`src/rqcc_pkg.sv`:
```
// Package for the receiver quadrature clock control register bank.
// Assumes an 8-bit parallel register port with a 6-bit address.
package rqcc_pkg;

    // ------------------------------------------------------------
    // Register offsets
    // ------------------------------------------------------------
    localparam logic [5:0] RQCC_ADDR_TRIM = 6'h1D;
    localparam logic [5:0] RQCC_ADDR_PATH = 6'h1E;
    localparam logic [5:0] RQCC_ADDR_QCLK = 6'h1F;

    // ------------------------------------------------------------
    // Reset values and field layout
    // ------------------------------------------------------------
    localparam logic [7:0] RQCC_TRIM_RST = 8'h00;
    localparam logic [7:0] RQCC_PATH_RST = 8'h41;
    localparam logic [7:0] RQCC_RSVD_MASK = 8'h3C;
    localparam logic [4:0] RQCC_DELAY_ZERO = 5'h00;
    localparam logic [4:0] RQCC_DELAY_MAX = 5'h1F;
    localparam int RQCC_PH_W = 7;

    typedef enum logic [1:0] {
        RQCC_SRC_LOW = 2'b00,
        RQCC_SRC_DEMOD = 2'b01,
        RQCC_SRC_SUBC = 2'b10,
        RQCC_SRC_BASE = 2'b11
    } rqcc_src_t;

    typedef struct packed {
        logic receiver_clock_phase_select;
        logic receiver_auto_power_switch;
        logic [3:0] reserved;
        rqcc_src_t decoder_input_select;
    } rqcc_path_t;

    typedef struct packed {
        logic quadrature_calibration_disable;
        logic reserved;
        logic [4:0] quadrature_delay_count;
    } rqcc_qclk_t;

    typedef enum logic [1:0] {
        RQCC_CAL_IDLE = 2'b00,
        RQCC_CAL_STEP = 2'b01,
        RQCC_CAL_DONE = 2'b10
    } rqcc_cal_t;

endpackage

```
`src/rqcc_regs.sv`:
```
// Receiver path and quadrature clock control register bank.
// Assumes host strobes (wr_en, rd_en) synchronous to mclk and a measured
// phase of the delay line supplied by the analog delay as a count.
`timescale 1ns/1ps

module rqcc_regs
    import rqcc_pkg::*;
(
    input wire logic mclk,
    input wire logic rst,
    input wire logic [5:0] addr,
    input wire logic wr_en,
    input wire logic rd_en,
    input wire logic [7:0] wr_data,
    output logic [7:0] rd_data,
    input wire logic rx_active,
    input wire logic rx_done,
    input wire logic clk_i_phase,
    input wire logic clk_q_phase,
    input wire logic [6:0] delay_phase,
    input wire logic [6:0] quarter_phase,
    input wire logic demod_bit,
    input wire logic external_manchester_input_pin,
    output logic decoder_in,
    output logic receiver_clock,
    output logic receiver_power_on,
    output logic [4:0] quadrature_delay_count,
    output logic calibrating
);

    // ------------------------------------------------------------
    // Pin synchroniser
    // ------------------------------------------------------------
    logic external_manchester_input_pin_s1_r, external_manchester_input_pin_s2_r;
    always_ff @(posedge mclk) begin
        external_manchester_input_pin_s1_r <= external_manchester_input_pin;
        external_manchester_input_pin_s2_r <= external_manchester_input_pin_s1_r;
    end

    // ------------------------------------------------------------
    // Registers
    // ------------------------------------------------------------
    logic [7:0] trim_r, trim_nxt;
    rqcc_path_t path_r, path_nxt;
    rqcc_qclk_t qclk_r, qclk_nxt;
    rqcc_cal_t cal_r, cal_nxt;
    logic [7:0] rd_data_nxt;
    logic wr_trim, wr_path, wr_qclk;

    assign wr_trim = wr_en && (addr == RQCC_ADDR_TRIM);
    assign wr_path = wr_en && (addr == RQCC_ADDR_PATH);
    assign wr_qclk = wr_en && (addr == RQCC_ADDR_QCLK);

    // Delay line lags by over half a period when above two quarters.
    logic over_half;
    assign over_half = delay_phase > {quarter_phase[5:0], 1'b0};

    always_comb begin
        trim_nxt = trim_r;
        path_nxt = path_r;
        qclk_nxt = qclk_r;
        cal_nxt = cal_r;
        if (wr_trim) begin
            trim_nxt = wr_data;
        end
        if (wr_path) begin
            path_nxt = rqcc_path_t'(wr_data);
        end
        if (wr_qclk) begin
            qclk_nxt = rqcc_qclk_t'(wr_data[6:0]);
        end
        unique case (cal_r)
            RQCC_CAL_IDLE: begin
                if (rx_done && !qclk_r.quadrature_calibration_disable) begin
                    cal_nxt = RQCC_CAL_STEP;
                    qclk_nxt.quadrature_delay_count = RQCC_DELAY_ZERO;
                end
            end
            RQCC_CAL_STEP: begin
                // Walk the delay line until it spans a quarter period.
                if (delay_phase >= quarter_phase ||
                    qclk_r.quadrature_delay_count == RQCC_DELAY_MAX) begin
                    cal_nxt = RQCC_CAL_DONE;
                end else begin
                    qclk_nxt.quadrature_delay_count =
                        qclk_r.quadrature_delay_count + 5'h01;
                end
            end
            RQCC_CAL_DONE: begin
                cal_nxt = RQCC_CAL_IDLE;
            end
            default: begin
                cal_nxt = RQCC_CAL_IDLE;
            end
        endcase
        rd_data_nxt = 8'h00;
        if (rd_en) begin
            unique case (addr)
                RQCC_ADDR_TRIM: rd_data_nxt = trim_r;
                RQCC_ADDR_PATH: rd_data_nxt = path_r;
                RQCC_ADDR_QCLK: rd_data_nxt = {over_half, qclk_r};
                default: rd_data_nxt = 8'h00;
            endcase
        end
    end

    always_ff @(posedge mclk) begin
        if (rst) begin
            trim_r <= RQCC_TRIM_RST;
            path_r <= rqcc_path_t'(RQCC_PATH_RST);
            qclk_r <= {2'b00, RQCC_DELAY_ZERO};
            cal_r <= RQCC_CAL_STEP;
            rd_data <= 8'h00;
        end else begin
            trim_r <= trim_nxt;
            path_r <= path_nxt;
            qclk_r <= qclk_nxt;
            cal_r <= cal_nxt;
            rd_data <= rd_data_nxt;
        end
    end

    // ------------------------------------------------------------
    // Outputs
    // ------------------------------------------------------------
    always_comb begin
        unique case (path_r.decoder_input_select)
            RQCC_SRC_LOW: decoder_in = 1'b0;
            RQCC_SRC_DEMOD: decoder_in = demod_bit;
            RQCC_SRC_SUBC: decoder_in = external_manchester_input_pin_s2_r;
            RQCC_SRC_BASE: decoder_in = external_manchester_input_pin_s2_r;
        endcase
    end

    // The quadrature input is the in-phase clock through the delay line.
    assign receiver_clock = path_r.receiver_clock_phase_select ?
        clk_i_phase : clk_q_phase;
    assign receiver_power_on =
        !path_r.receiver_auto_power_switch || rx_active;
    assign quadrature_delay_count = qclk_r.quadrature_delay_count;
    assign calibrating = (cal_r == RQCC_CAL_STEP);
endmodule

```
`config.mk`:
```
export PLATFORM = sky130hd
export DESIGN_NAME = rqcc_regs
export DESIGN_NICKNAME = d
export VERILOG_FILES = /design/src/rqcc_pkg.sv /design/src/rqcc_regs.sv
export SDC_FILE = /design/constraint.sdc
export NUM_CORES = 1
export LEC_CHECK = 0
export ABC_AREA = 1
export BUFFER_PORTS_ARGS = -buffer_cell sky130_fd_sc_hd__buf_2
export CORE_UTILIZATION = 52
export CTS_CLUSTER_DIAMETER = 30
export DETAILED_ROUTE_END_ITERATION = 12
export PLACE_DENSITY = 0.79
export SYNTH_ARGS = -nofsm -noshare
export SYNTH_HDL_FRONTEND = slang
export SYNTH_SLANG_ARGS = --single-unit
```
`constraint.sdc`:
```
create_clock -name mclk -period 1.81 [get_ports mclk]
set_input_delay 0.0905 -clock mclk [delete_from_list [all_inputs] [get_ports mclk]]
set_output_delay 0.0905 -clock mclk [all_outputs]
set_load 0.1 [all_outputs]
```
==> summary.txt <==
Status: finished clean
Num ports: 55
Number of synthesized flops with an enable pin: 0
WL met3: 286 µm
Avg Inst Size Synth: 6.85 µm²
Per-cell routed wire length: 11.4 µm
Setup_tns: 0 ps
1st-iter DRT viols: 117
Sequential share of the synthesized area: 0.346
Drt first pass iters: 4
Initial core utilization: 0.550
Largest net degree at the start of global routing: 18
DRT Wirelength: 4550 µm
WHS Path Cells: 3
Routed metal-1 wire length: 2000 µm
Longest Clk Path Bufs: 2
RR Endpoint: quadrature_delay_count[3]
R2r setup slk: 240 ps
TritonCTS clock tree: built
Worst Hold Slack: 50.1 ps
Period utilization: 0.868
Post-synthesis instance total: 296
RSZ-0062 raised after global routing: no
Final setup vio count: 0
Distinct cells, synth: 25
Die H: 64.4 µm
Initial antenna violation count: 0
Cell area after synthesis: 2030 µm²
Final Max Tran Viols: 0
Clock Tree Root: clkbuf_8
CP Launch Type: flop
Fmax: 636 MHz
Via count: 1989
Detail Placement HPWL: 3520 µm
I/O Buffers: 54
Later-pin clock latency in the skew report: 290 ps
FFs w/ async S/R, synth: 0
Worst reg2reg path depth: 10
Max cap viols: 0
Worst slew pin tran: 495 ps
Syn_nets: 349
Fin nets: 404
Core area: 3690 µm²
Setup CP Type: reg2reg
CP required: 2000 ps
Max layer used: met4
Vias in the first global route: 1972
CTS buffer count: 5
Slew headroom: 0.668
Vias per std cell: 4.97
Clock transition at path regs: 80 ps
Synth-to-layout area growth: 20.6%
Critical Path AT: 1760 ps
Leak pwr: 1.33 nW
Gr usage total: 0.255
Launching point of the worst reg2reg path: quadrature_delay_count[1]
Min-delay worst type: in2reg
TritonCTS Sinks: 35
Antenna diodes: 0
Synth Warn #: 0
H-tree Lvls: 2
Worst IR drop on VDD: 0.000632 V
Yosys reg bits: 35
Final Hold Viols: 0
Final ANT Viol Nets: 0
Grt total ovfl: 0
Hold path startpoint: wr_data[5]
Hold Path Sink: trim_r[5]
Top_reg_cell synth: dfxtp_1
Drt drc: 0
# Post-CTS Setup Buffers: 0
Cell Rows: 22
Design Power: 1.91 mW
Max Clock Skew: 4.65 ps
CP Max Fanout: 6
Met2 wire len: 2160 µm
Final worst path period need: 1570 ps
Cell area power density: 780 nW/µm²
Share of layout cells above drive strength 1: 0.239
Worst setup EP type: flop
Die area: 4150 µm²
GPL Wtd Cong: 0.798
Die Wd: 64.4 µm
First-pass GRT wire length: 8090 µm
[synth_stat cells (2+ instances only)]
master / instances / area share
buf_4: 6 / 0.022
nor2_1: 32 / 0.059
ha_1: 15 / 0.093
inv_1: 39 / 0.072
buf_2: 2 / 0.0049
inv_2: 2 / 0.0037
dfxtp_1: 35 / 0.35
nand3_1: 34 / 0.084
a21oi_1: 10 / 0.025
nor2_4: 4 / 0.022
a21oi_2: 2 / 0.0086
nand3_2: 2 / 0.0099
nand2_1: 77 / 0.14
nand4_1: 12 / 0.037
buf_6: 2 / 0.011
o21ai_0: 9 / 0.022
o21ai_1: 3 / 0.0074
nand2_2: 3 / 0.0093
[layer usage]
metal  vias to the layer above  GRT usage
li1                       1056          -
met1                       854      0.286
met2                        67      0.434
met3                        12     0.0775
met4                         0      0.128
met5                         -          0
[worst max-delay path by stage]
stage / from / endpoint / slack (ps) / depth (start not counted)
after floorplan: quadrature_delay_count[0] / quadrature_delay_count[0] / 180 / 10
after global placement: quadrature_delay_count[1] / quadrature_delay_count[0] / 250 / 10
after detailed placement: quadrature_delay_count[1] / quadrature_delay_count[4] / 210 / 10
after CTS: quadrature_delay_count[1] / quadrature_delay_count[4] / 180 / 10
after global routing: quadrature_delay_count[1] / quadrature_delay_count[3] / 10 / 10
final: quadrature_delay_count[1] / quadrature_delay_count[3] / 240 / 10
[final cells by class]
class | instances | area [µm²]
clock buffers | 5 | 68.8
fillers | 369 | 1240
repair buffers | 60 | 318
well taps | 48 | 60.1
clock inverters | 3 | 43.8
flip-flops and latches | 35 | 701
multi-input cells | 208 | 1100
inverters | 41 | 154
[where the power goes]
| part | total, mW | switching (mW) | leakage [nW] | internal (mW) |
|---|---|---|---|---|
| combinational | 0.396 | 0.281 | 0.986 | 0.115 |
| clock | 0.710 | 0.301 | 0.0581 | 0.410 |
| sequential | 0.801 | 0.0126 | 0.284 | 0.788 |
[flip-flops by register name, indices dropped and copies added, names as in the netlist]
signal,flops
path_r,8
rd_data,8
trim_r,8
quadrature_delay_count,5
cal_r,2
qclk_r,2
external_manchester_input_pin_s1_r,1
external_manchester_input_pin_s2_r,1
[per-stage QoR]
stage          utilization  area, µm²  setup WS (ps)  cells
6_report             0.663       2440            238    400
4_1_cts              0.661       2440            180    400
3_3_place_gp         0.628       2320            254    391
3_5_place_dp         0.628       2320            209    391
5_1_grt              0.663       2440           9.80    400
2_1_floorplan            -       2030            184    296
[critical path: stages (launching register included)]
cell and delay [ps]:
dfxtp_1 350, ha_1 210, nand2_1 80, nor2_1 50, ha_1 160, nor2_1 90, nand2_1 70, a21oi_2 140
nand3_2 150, nand3_1 100, nand2_1 60
[layout by cell type, fill, tap and decap left out]
cell type	synthesis	final
a21boi_0	1	1
a21oi_1	10	10
a21oi_2	2	2
a31oi_1	1	1
buf_2	2	54
buf_4	6	5
bufinv_16	0	1
clkbuf_8	0	5
clkinv_2	0	1
clkinv_4	0	1
dfxtp_1	35	35
dlygate4sd3_1	0	1
ha_1	15	15
inv_1	39	39
inv_2	2	2
nand2_1	77	77
nand2_2	3	3
nand3_1	34	33
nand3_2	2	3
nand4_1	12	12
nor2_1	32	31
nor2_2	1	1
nor2_4	4	5
nor3_1	1	1
o21ai_0	9	9
o21ai_1	3	3
o21ai_2	1	1
[repair_timing]
action                     CTS  global route
hold buffers                 1             0
setup endpoints to repair    0             5
hold endpoints to repair     1             0
gates resized for setup      0             1
[cells by family after synthesis]
logic type                 after synthesis  share of synthesized area
adders and majority gates               15                     0.0926
buffers and inverters                   53                      0.118
DFF                                     35                      0.346
and+or+nand+nor                        166                      0.370
AOI/OAI and AO/OA                       27                     0.0741
Power figures use the tool's default switching activity.
